## src/logic/uem_pkg.sv

```systemverilog
/*
 * Package for the endpoint marking and transceiver control block: register
 * offsets, field positions, reset values and filter limits.
 * Assumes a 32-bit register port with byte offsets and a single clock.
 */
package uem_pkg;
   // -------------------------------------------------------------------------
   // Register offsets
   // -------------------------------------------------------------------------
   localparam logic [7:0] OFS_ENDPOINT_TAG_SELECT = 8'h34;
   localparam logic [7:0] OFS_OTG_FLAG_MASKING = 8'h38;
   localparam logic [7:0] OFS_POWER_SIGNAL_WORD = 8'h3C;
   localparam logic [7:0] OFS_TRANSCEIVER_CONTROL = 8'h40;
   localparam logic [7:0] OFS_LINE_STATUS = 8'h44;

   // -------------------------------------------------------------------------
   // Field positions and widths
   // -------------------------------------------------------------------------
   localparam int NUM_ENDPOINTS = 16;
   localparam logic [4:0] ENDPOINT_TAG = 5'h10;
   localparam int POWER_WIDTH = 9;
   localparam int BIT_PULLDOWN_OFF = 18;
   localparam int BIT_RESET_SEEN = 13;
   localparam int BIT_RESUME_SEEN = 12;
   localparam int FILTER_LSB = 8;
   localparam int FILTER_WIDTH = 4;
   localparam int BIT_AUTO_RESUME = 7;
   localparam int CONFIG_LSB = 4;
   localparam int CONFIG_WIDTH = 3;
   localparam int FILTER_COUNT_WIDTH = 16;

   // -------------------------------------------------------------------------
   // Reset values and line states
   // -------------------------------------------------------------------------
   localparam logic [31:0] RESET_VALUE = 32'h0000_0000;
   localparam logic [1:0] LINE_SE0 = 2'h0;
   localparam logic [1:0] LINE_J = 2'h1;
   localparam logic [1:0] LINE_K = 2'h2;
endpackage : uem_pkg

```

## src/logic/uem_line_filter.sv

```systemverilog
/*
 * Linestate filter: a new linestate value is passed on only after it has
 * stood unchanged for two to the power of the filter setting clock cycles.
 * Assumes the raw linestate has already been synchronised to ref_clk.
 */
`timescale 1ns/1ps
module uem_line_filter #(
   parameter int LOG_WIDTH = 4,
   parameter int COUNT_WIDTH = 16
) (
   input wire logic ref_clk,
   input wire logic rstn,
   input wire logic [1:0] lineIn,
   input wire logic [LOG_WIDTH-1:0] logDelay,
   output logic [1:0] lineOut
);
   // The counter must reach two to the largest filter setting.
   if (COUNT_WIDTH < (1 << LOG_WIDTH)) begin : g_width_check
      $error("uem_line_filter: counter too narrow for filter setting");
   end

   logic [1:0] pendingReg;
   logic [COUNT_WIDTH:0] countReg;
   logic [1:0] lineReg;
   logic [COUNT_WIDTH:0] target;
   logic changed;
   logic done;

   assign target = (COUNT_WIDTH+1)'(1) << logDelay;
   assign changed = lineIn != pendingReg;
   assign done = (countReg + (COUNT_WIDTH+1)'(1)) >= target;
   assign lineOut = lineReg;

   // A change restarts the wait, so short glitches never reach the output.
   always_ff @(posedge ref_clk or negedge rstn) begin
      if (!rstn) begin
         pendingReg <= uem_pkg::LINE_J;
         countReg <= '0;
         lineReg <= uem_pkg::LINE_J;
      end else if (changed) begin
         pendingReg <= lineIn;
         countReg <= '0;
      end else if (lineReg != pendingReg) begin
         countReg <= countReg + (COUNT_WIDTH+1)'(1);
         if (done) begin
            lineReg <= pendingReg;
         end
      end
   end
endmodule : uem_line_filter

```

## src/logic/uem_phy_ctrl.sv

```systemverilog
/*
 * Endpoint marking and transceiver control registers of the USB interface
 * block, with linestate filter and automatic resume from suspend.
 * Assumes a one-cycle register port on ref_clk and linestate from the
 * transceiver arriving asynchronously.
 */
`timescale 1ns/1ps
module uem_phy_ctrl (
   input wire logic ref_clk,
   input wire logic rstn,
   input wire logic [7:0] regAddr,
   input wire logic [31:0] regWrData,
   input wire logic regWrite,
   input wire logic regRead,
   output logic [31:0] regRdData,
   input wire logic [3:0] rxEndpoint,
   input wire logic rxEndpointValid,
   output logic [4:0] rxPortEndpoint,
   output logic rxPortValid,
   input wire logic [1:0] lineStateRaw,
   input wire logic suspendActive,
   output logic resumeRequest,
   output logic pulldownOffWidePortA,
   output logic pulldownOffWidePortB,
   output logic [2:0] transceiverConfigPins
);
   // -------------------------------------------------------------------------
   // Registers
   // -------------------------------------------------------------------------
   logic [uem_pkg::NUM_ENDPOINTS-1:0] tagSelectReg;
   logic [31:0] otgMaskReg;
   logic [uem_pkg::POWER_WIDTH-1:0] powerWordReg;
   logic pulldownOffReg;
   logic resetSeenReg;
   logic resumeSeenReg;
   logic [uem_pkg::FILTER_WIDTH-1:0] filterLogReg;
   logic autoResumeReg;
   logic [uem_pkg::CONFIG_WIDTH-1:0] configReg;
   logic [1:0] lineSync1Reg;
   logic [1:0] lineSync2Reg;
   logic [1:0] lineFilt;
   logic [4:0] rxEndpointReg;
   logic rxValidReg;
   logic resumeReqReg;
   logic [31:0] rdDataReg;

   // -------------------------------------------------------------------------
   // Decode
   // -------------------------------------------------------------------------
   wire hitTag = regAddr == uem_pkg::OFS_ENDPOINT_TAG_SELECT;
   wire hitOtg = regAddr == uem_pkg::OFS_OTG_FLAG_MASKING;
   wire hitPower = regAddr == uem_pkg::OFS_POWER_SIGNAL_WORD;
   wire hitCtrl = regAddr == uem_pkg::OFS_TRANSCEIVER_CONTROL;
   wire hitStatus = regAddr == uem_pkg::OFS_LINE_STATUS;
   wire wrTag = regWrite && hitTag;
   wire wrOtg = regWrite && hitOtg;
   wire wrPower = regWrite && hitPower;
   wire wrCtrl = regWrite && hitCtrl;

   wire [31:0] ctrlView = {13'h0000, pulldownOffReg, 4'h0, resetSeenReg, resumeSeenReg,
                           filterLogReg, autoResumeReg, configReg, 4'h0};
   wire [31:0] readMux = hitTag ? {16'h0000, tagSelectReg} :
                         hitOtg ? otgMaskReg :
                         hitPower ? {23'h000000, powerWordReg} :
                         hitCtrl ? ctrlView :
                         hitStatus ? {30'h00000000, lineFilt} : 32'h0000_0000;

   // auto resume: a wake-up seen on the filtered line while suspended.
   wire wakeSe0 = lineFilt == uem_pkg::LINE_SE0;
   wire wakeK = lineFilt == uem_pkg::LINE_K;
   wire autoWake = autoResumeReg && suspendActive && !resumeReqReg && (wakeSe0 || wakeK);
   // a written zero clears a flag, a written one leaves it alone.
   wire setResetSeen = autoWake && wakeSe0;
   wire setResumeSeen = autoWake && wakeK;
   wire clrResetSeen = wrCtrl && !regWrData[uem_pkg::BIT_RESET_SEEN];
   wire clrResumeSeen = wrCtrl && !regWrData[uem_pkg::BIT_RESUME_SEEN];

   // tag marked endpoints, plain when unmarked.
   wire [4:0] taggedEndpoint = tagSelectReg[rxEndpoint] ?
                               ({1'b0, rxEndpoint} | uem_pkg::ENDPOINT_TAG) :
                               {1'b0, rxEndpoint};

   // -------------------------------------------------------------------------
   // Linestate path
   // -------------------------------------------------------------------------
   always_ff @(posedge ref_clk or negedge rstn) begin
      // Idle J at reset, so the filter never starts out showing SE0 signalling.
      if (!rstn) begin
         lineSync1Reg <= uem_pkg::LINE_J;
         lineSync2Reg <= uem_pkg::LINE_J;
      end else begin
         lineSync1Reg <= lineStateRaw;
         lineSync2Reg <= lineSync1Reg;
      end
   end

   uem_line_filter #(
      .LOG_WIDTH(uem_pkg::FILTER_WIDTH),
      .COUNT_WIDTH(uem_pkg::FILTER_COUNT_WIDTH)
   ) lineFilter (
      .ref_clk(ref_clk),
      .rstn(rstn),
      .lineIn(lineSync2Reg),
      .logDelay(filterLogReg),
      .lineOut(lineFilt)
   );

   // -------------------------------------------------------------------------
   // Software registers
   // -------------------------------------------------------------------------
   always_ff @(posedge ref_clk or negedge rstn) begin
      if (!rstn) begin
         tagSelectReg <= uem_pkg::RESET_VALUE[uem_pkg::NUM_ENDPOINTS-1:0];
      end else if (wrTag) begin
         tagSelectReg <= regWrData[uem_pkg::NUM_ENDPOINTS-1:0];
      end
   end

   always_ff @(posedge ref_clk or negedge rstn) begin
      if (!rstn) begin
         otgMaskReg <= uem_pkg::RESET_VALUE;
      end else if (wrOtg) begin
         otgMaskReg <= regWrData;
      end
   end

   always_ff @(posedge ref_clk or negedge rstn) begin
      if (!rstn) begin
         powerWordReg <= uem_pkg::RESET_VALUE[uem_pkg::POWER_WIDTH-1:0];
      end else if (wrPower) begin
         powerWordReg <= regWrData[uem_pkg::POWER_WIDTH-1:0];
      end
   end

   always_ff @(posedge ref_clk or negedge rstn) begin
      if (!rstn) begin
         pulldownOffReg <= 1'b0;
         filterLogReg <= '0;
         autoResumeReg <= 1'b0;
         configReg <= '0;
      end else if (wrCtrl) begin
         pulldownOffReg <= regWrData[uem_pkg::BIT_PULLDOWN_OFF];
         filterLogReg <= regWrData[uem_pkg::FILTER_LSB +: uem_pkg::FILTER_WIDTH];
         autoResumeReg <= regWrData[uem_pkg::BIT_AUTO_RESUME];
         configReg <= regWrData[uem_pkg::CONFIG_LSB +: uem_pkg::CONFIG_WIDTH];
      end
   end

   // -------------------------------------------------------------------------
   // Resume cause flags
   // -------------------------------------------------------------------------
   // A flag set by hardware wins over a software clear in the same cycle.
   // reset cause flag.
   always_ff @(posedge ref_clk or negedge rstn) begin
      if (!rstn) begin
         resetSeenReg <= 1'b0;
      end else if (setResetSeen) begin
         resetSeenReg <= 1'b1;
      end else if (clrResetSeen) begin
         resetSeenReg <= 1'b0;
      end
   end

   always_ff @(posedge ref_clk or negedge rstn) begin
      if (!rstn) begin
         resumeSeenReg <= 1'b0;
      end else if (setResumeSeen) begin
         resumeSeenReg <= 1'b1;
      end else if (clrResumeSeen) begin
         resumeSeenReg <= 1'b0;
      end
   end

   // hold the request until suspend is left.
   always_ff @(posedge ref_clk or negedge rstn) begin
      if (!rstn) begin
         resumeReqReg <= 1'b0;
      end else if (autoWake) begin
         resumeReqReg <= 1'b1;
      end else if (!suspendActive) begin
         resumeReqReg <= 1'b0;
      end
   end

   // -------------------------------------------------------------------------
   // Receive port
   // -------------------------------------------------------------------------
   // one register stage, so the port lags the endpoint input by a cycle.
   always_ff @(posedge ref_clk or negedge rstn) begin
      if (!rstn) begin
         rxEndpointReg <= 5'h00;
         rxValidReg <= 1'b0;
      end else begin
         rxEndpointReg <= taggedEndpoint;
         rxValidReg <= rxEndpointValid;
      end
   end

   // -------------------------------------------------------------------------
   // Read data
   // -------------------------------------------------------------------------
   // Idle read data is zero, so a bus that ORs several slaves needs no mux.
   always_ff @(posedge ref_clk or negedge rstn) begin
      if (!rstn) begin
         rdDataReg <= 32'h0000_0000;
      end else begin
         rdDataReg <= regRead ? readMux : 32'h0000_0000;
      end
   end

   assign regRdData = rdDataReg;
   assign rxPortEndpoint = rxEndpointReg;
   assign rxPortValid = rxValidReg;
   assign resumeRequest = resumeReqReg;
   assign pulldownOffWidePortA = pulldownOffReg;
   assign pulldownOffWidePortB = pulldownOffReg;
   assign transceiverConfigPins = configReg;
endmodule : uem_phy_ctrl

```

## config.mk

```make
export PLATFORM = sky130hd
export DESIGN_NAME = uem_phy_ctrl
export DESIGN_NICKNAME = d
export VERILOG_FILES = /design/src/logic/uem_pkg.sv /design/src/logic/uem_line_filter.sv /design/src/logic/uem_phy_ctrl.sv
export SDC_FILE = /design/constraint.sdc
export NUM_CORES = 1
export LEC_CHECK = 0
export BUFFER_PORTS_ARGS = -buffer_cell sky130_fd_sc_hd__clkbuf_2
export CAP_MARGIN = 25
export CORE_MARGIN = 5
export CORE_UTILIZATION = 29
export CTS_CLUSTER_SIZE = 14
export DETAILED_ROUTE_END_ITERATION = 8
export HOLD_SLACK_MARGIN = 0.1
export SLEW_MARGIN = 25
export SYNTH_ARGS = -nofsm -noshare
export SYNTH_HDL_FRONTEND = slang
export SYNTH_SLANG_ARGS = --single-unit
```

## constraint.sdc

```tcl
create_clock -name ref_clk -period 3 [get_ports ref_clk]
set_input_delay 0.45 -clock ref_clk [delete_from_list [all_inputs] [get_ports ref_clk]]
set_output_delay 0.45 -clock ref_clk [all_outputs]
set_load 0.05 [all_outputs]
```

# After elaboration in Yosys (flattened, before gate mapping)
# Index checks and enable logic that the tools add are counted.
# W data, S select, Z words.
dict set report classes {
  n_bitwise 1
  n_eq_ne 9
  muxes 17
  addsub 1
  reduce_logical 20
  shift 1
  n_lt_le_gt_ge 2
  div_mod_pow 0
  multipliers 0
}
# operator count
set op_table {}
lappend op_table {{$mux W32} 3}
lappend op_table {{$mux W19} 2}
lappend op_table {{$mux W17} 2}
lappend op_table {{$eq A8 B6 Y1 const B} 3}
lappend op_table {{$add A17 B1 Y17 const B} 1}
lappend op_table {{$ge A17 B17 Y1} 1}
lappend op_table {{$shl A1 B4 Y17 const A} 1}
lappend op_table {{$eq A8 B7 Y1 const B} 2}
lappend op_table {{$logic_and A1 B1 Y1} 11}
lappend op_table {{$mux W1} 7}
lappend op_table {{$reduce_bool A2 Y1} 3}
lappend op_table {{$lt A4 B5 Y1 const B} 1}
lappend op_table {{$mux W5} 1}
lappend op_table {{$bmux W1 S4} 1}
lappend op_table {{$ne A2 B2 Y1} 2}
lappend op_table {{$logic_not A1 Y1} 3}
lappend op_table {{$reduce_and A3 Y1} 1}
lappend op_table {{$eq A2 B2 Y1 const B} 1}
lappend op_table {{$logic_not A2 Y1} 1}
lappend op_table {{$mux W2} 1}
lappend op_table {{$ne A2 B1 Y1 const B} 1}
lappend op_table {{$logic_or A1 B1 Y1} 1}
lappend op_table {{$not A1 Y1} 1}
dict set report totals {
  ram_bits 0
  mem_bits_ro 0
  elab_cells 69
  latch_bits 0
  input_bits 52
  mem_count 0
  register_bits 132
  out_inout_bits 44
}

# Longest topological paths before layout
dict set report depth {
  ltp_word 7
  ltp_mapped 14
  mapped_depth_nobuf 12
}

# By module
# Synthesis repeated with hierarchy kept, for this count alone.
dict set report unflattened {
  hier_cells 498
  hier_area_um2 6277.3
}
# module cells_each area_per_inst_um2 n_inst seq_area_each_um2
set by_module_without_submodules {}
lappend by_module_without_submodules {uem_phy_ctrl 303 4616.9 1 2780.2}
lappend by_module_without_submodules {uem_line_filter 195 1660.3 1 528.0}

# Least setup slack after synthesis
# Ideal clock, no wire load.
dict set report synth_path {
  path_type {register to register}
  startpoint {register lineFilter.countReg[2]}
  endpoint {register lineFilter.lineReg[1], in the netlist lineFilter.lineOut[1]}
  setup_ps 128
  path_buffers 2
  arrival_time_ps 2885
  stages_incl_launch_ff 13
  required_ps 2872
  path_slack_ps -12
  period_less_slack_ps 3012
  path_cell_list {dfrtp_1 > and3_1 > and3_1 > buf_2 > and3_1 > buf_4 > xor2_1 > ha_1 > nand4_1 > nor4_1 > or4_1 > a32oi_2 > mux2_1}
}
dict set report synth_via {
  elab_chain_cells 3
}
# element line
set synth_lines {}
lappend synth_lines {{start: declaration} uem_line_filter.sv:23} ;# logic [COUNT_WIDTH:0] countReg;
lappend synth_lines {{start signal: assignment} uem_line_filter.sv:44} ;# countReg <= countReg + (COUNT_WIDTH+1)'(1);
lappend synth_lines {{$add A17 B1 Y17} uem_line_filter.sv:31} ;# assign done = (countReg + (COUNT_WIDTH+1)'(1)) >= target;
lappend synth_lines {{$ge A17 B17 Y1} uem_line_filter.sv:31}
lappend synth_lines {{$reduce_and A3 Y1 (no line)} --}
lappend synth_lines {{end signal: assignment} uem_line_filter.sv:39} ;# lineReg <= uem_pkg::LINE_J;
lappend synth_lines {{end signal: assignment} uem_line_filter.sv:46} ;# lineReg <= pendingReg;
lappend synth_lines {{end: declaration} uem_line_filter.sv:24} ;# logic [1:0] lineReg;
# Every way passes these cells.
# A chain may end at the register's enable or synchronous reset.

# Final worst setup path
# Same ends and word-level chain as after synthesis.

==> results.txt <==
run status: finished with violations
failing checks: setup timing
Min Clock Period, post-route: 3030 ps
Switch Pwr: 1.10 mW
I/O pin count: 96
via count of the first global-routing pass: 4,578
worst min-delay path class: in2reg
last element of the critical path: lineFilter.lineOut[1]$_DFFE_PN0P_
# diodes: 0
CP Data Required Time: 3300 ps
wirelength, routed: 14,700 µm
maximum ir drop on the vdd rail: 0.447 mV
length of the first detailed-routing pass in iterations: 6
max-slew violation count: 0
Port Buffer Count: 95
latest clock arrival within the worst-skew pair: 420 ps
H-tree depth reported by CTS: 4
Crit Reg-Reg Endpoint: lineFilter.lineOut[1]$_DFFE_PN0P_
final total negative setup slack: -40.6 ps
mean routed wirelength per cell: 16.8 µm
Reg-to-Reg Start: lineFilter.countReg[2]$_DFFE_PN0P_
clock tree from TritonCTS: yes
number of warnings reported in the yosys synthesis log: 0
area added between synthesis and finish: 29.3%
predominant post-synthesis flop cell: sky130_fd_sc_hd__dfrtp_1
Die ar.: 23,300 µm²
number of buffers on the longest clock path: 2
highest attainable clock frequency: 0.330 GHz
post-synthesis sequential area ratio: 56.1%
CTS buffer count: 17
switching share of power: 23.7%
tightest slew margin relative to the limit: 37.8%
cell-by-cell listing of the critical path: and3_1, and3_1, and3_2, nand3_1, xnor2_1, ha_1, nand4_1, nor4_2, or4_1, a32oi_2, mux2_4
total power: 4.66 mW
cell count of the worst hold path: 1
Clock transition at path regs: 60 ps
clock sink total: 132
startpoint-to-endpoint class of the critical path: reg2reg
Initial Utilization: 29.4%
Die Y: 153 µm
post-detailed-route DRC marker count: 0
arrival time of the worst setup path: 3330 ps
Synth async-reset ratio: 100%
final count of negative-setup-slack endpoints: 2
EDFF count, synth: 0
smallest setup slack after layout: -26.3 ps
fraction of power consumed by combinational cells: 9.2%
post-synthesis register bit count: 132
cell at the root of the clock tree: sky130_fd_sc_hd__clkbuf_16
worst setup timing slack at the placement stage: -4.48 ps
launch point of the worst path: lineFilter.countReg[2]$_DFFE_PN0P_
fraction of power consumed by sequential logic: 41.7%
worst hold start: rxEndpointValid
highest cell delay on the worst timing path: 530 ps
flop-to-flop setup slack: -30 ps
ratio of cells with drive above 1 in the final layout: 34.1%
leakage power of the design: 3.78 nW
core outline area: 20,100 µm²
clock skew after layout: 6.95 ps
overall track demand over capacity in global routing: 13.0%
Pint: 3.56 mW
Hold Vio Cnt, Final: 0
depth of the worst register-to-register path: 11
largest fanout on the critical path: 4
total via count after detailed routing: 4,240
global placement routability congestion: 0.824
RSZ-0062 raised after global routing: true
post-synth net total: 533
critical path startpoint category: flop
transition time of the tightest slew-check pin: 930 ps
instance count of the mapped netlist: 464
most common cell type on the critical path: sky130_fd_sc_hd__and3_1
largest net degree at the start of global routing: 54
grt ovf: 0
Post-Synthesis Mean Instance Area: 12.7 µm²
number of routed nets with antenna violations: 0
CP Capture Type: flop
DRC marker count from the first detailed-route iteration: 241
NumNets Final: 660
Rows: 52
library cell contributing the largest single delay on the critical path: sky130_fd_sc_hd__or4_1
power share of the clock group: 49.1%
detailed placement HPWL: 10,400 µm
number of antenna violations at the first check in global routing: 0
final worst path period share: 101%
chip width: 153 µm
max-capacitance violation count: 0
synthesized area: 5900 µm²
number of vias per cell after detailed routing: 4.85
wire length of the first global-routing pass: 24,300 µm
cell area power density: 611 nW/µm²
final hold slack: 137 ps
distinct cell type count after synthesis: 48
==> cell type report <==
| class | count | area, µm² |
|---|---|---|
| timing repair buffer | 131 | 766 |
| sequential | 132 | 3310 |
| fill | 1928 | 12500 |
| inverter | 2 | 7.51 |
| multi-input combinational | 307 | 2550 |
| clock buffer | 22 | 494 |
| clock inverter | 10 | 169 |
| tap | 270 | 338 |
==> layer usage <==
layer | up-vias | global-route usage, % | part of all wire [%]
met2 | 117 | 20.6 | 48
met5 | - | 0 | 0
met1 | 2153 | 17.1 | 45
li1 | 1955 | - | -
met3 | 15 | 3.64 | 5.9
met4 | 0 | 4.45 | 1.4
==> cell usage in the layout, fill, tap and decap left out, types with 3 or more instances in the layout <==
cell type                      n
sky130_fd_sc_hd__nor2b_1      15
sky130_fd_sc_hd__mux4_2        5
sky130_fd_sc_hd__and2_1       15
sky130_fd_sc_hd__nand3_1      19
sky130_fd_sc_hd__mux2_2       16
sky130_fd_sc_hd__nand2_1      31
sky130_fd_sc_hd__clkbuf_16    17
sky130_fd_sc_hd__nor3_1        3
sky130_fd_sc_hd__xor2_1        6
sky130_fd_sc_hd__buf_4        34
sky130_fd_sc_hd__xnor2_1       9
sky130_fd_sc_hd__and3_1        6
sky130_fd_sc_hd__clkinvlp_4    3
sky130_fd_sc_hd__o31ai_1       4
sky130_fd_sc_hd__nand4_1       6
sky130_fd_sc_hd__a22o_1        8
sky130_fd_sc_hd__mux2_1       51
sky130_fd_sc_hd__a21boi_1      7
sky130_fd_sc_hd__ha_1         16
sky130_fd_sc_hd__dfstp_2       4
sky130_fd_sc_hd__nor2_1       13
sky130_fd_sc_hd__a22oi_1       4
sky130_fd_sc_hd__clkbuf_2     94
sky130_fd_sc_hd__a222oi_1     14
sky130_fd_sc_hd__dfrtp_1     128
sky130_fd_sc_hd__o21ai_0      19
sky130_fd_sc_hd__a21oi_1       3
sky130_fd_sc_hd__bufinv_16     4
sky130_fd_sc_hd__clkbuf_8      5
==> through the flow <==
stage          instances  util [%]  instance area [µm²]
2_1_floorplan        464         -                 5900
3_3_place_gp         834      34.0                 6840
3_5_place_dp         834      34.0                 6840
4_1_cts              868      37.4                 7520
5_1_grt              874      37.9                 7630
6_report             874      37.9                 7630
==> cell usage after synthesis (8+ instances only) <==
library cell,number,area share (%)
sky130_fd_sc_hd__mux2_2,16,3.1
sky130_fd_sc_hd__nand3_1,20,1.7
sky130_fd_sc_hd__and2_1,15,1.6
sky130_fd_sc_hd__nand2_1,31,2.0
sky130_fd_sc_hd__mux2_1,52,9.9
sky130_fd_sc_hd__nor2b_1,15,1.6
sky130_fd_sc_hd__clkbuf_1,13,0.83
sky130_fd_sc_hd__nor2_1,14,0.89
sky130_fd_sc_hd__a222oi_1,14,2.4
sky130_fd_sc_hd__xnor2_1,11,1.6
sky130_fd_sc_hd__dfrtp_1,128,54
sky130_fd_sc_hd__a22o_1,8,1.2
sky130_fd_sc_hd__ha_1,17,3.6
sky130_fd_sc_hd__buf_2,8,0.68
sky130_fd_sc_hd__o21ai_0,19,1.6
==> sequential cells by signal, indices dropped and copies added, names as in the netlist, 2 cells and up <==
signal and count:
tagSelectReg 16, lineSync1Reg 2, lineFilter.countReg 17, powerWordReg 9, lineFilter.lineOut 2, filterLogReg 4, transceiverConfigPins 3, rxPortEndpoint 5
regRdData 32, lineFilter.pendingReg 2, lineSync2Reg 2, otgMaskReg 32
==> power by group through the flow <==
stage	Combinational, mW	Clock, mW	Sequential (mW)
after CTS	0.418	2.35	1.94
after global routing	0.481	2.43	1.96
after floorplan	0.210	0	1.98
after global placement	0.397	0	1.97
after detailed placement	0.413	0	1.97
final	0.429	2.29	1.95
==> critical path, delay by kind of cell (launching register included) <==
kind	cells	cell delay, ps
simple gates	7	1410
flops	1	380
mux	1	320
fa+ha+maj	1	280
compound gates	1	280
xor+xnor	1	220
==> kinds of logic (layout without fill, tap and decap cells) <==
kind of cell | Yosys count | in the layout | share of synthesized area (%)
DFF | 132 | 132 | 56.1
and+or+nand+nor | 131 | 131 | 12.3
muxes | 73 | 73 | 14.9
AOI/OAI and AO/OA | 68 | 68 | 8.57
buffers and inverters | 25 | 165 | 1.89
xor gates and xnor gates | 18 | 18 | 2.67
adders and majority gates | 17 | 17 | 3.60
==> repair_timing <==
action,4_1_cts,5_1_grt
hold buffers,2,0
resized for setup,0,11
endpoints found under the hold margin,21,0
pin swaps,0,10
setup endpoints to repair,1,2
setup buffers,0,6
==> worst min-delay path by stage <==
stage,to,slack (ps)
after floorplan,autoResumeReg$_DFFE_PN0P_,150
after CTS,rxPortValid$_DFF_PN0_,110
final,rxPortValid$_DFF_PN0_,140
after global routing,rxPortValid$_DFF_PN0_,110
after global placement,lineSync2Reg[1]$_DFF_PN0_,340
after detailed placement,lineSync2Reg[1]$_DFF_PN0_,340
Power figures use the tool's default switching activity.
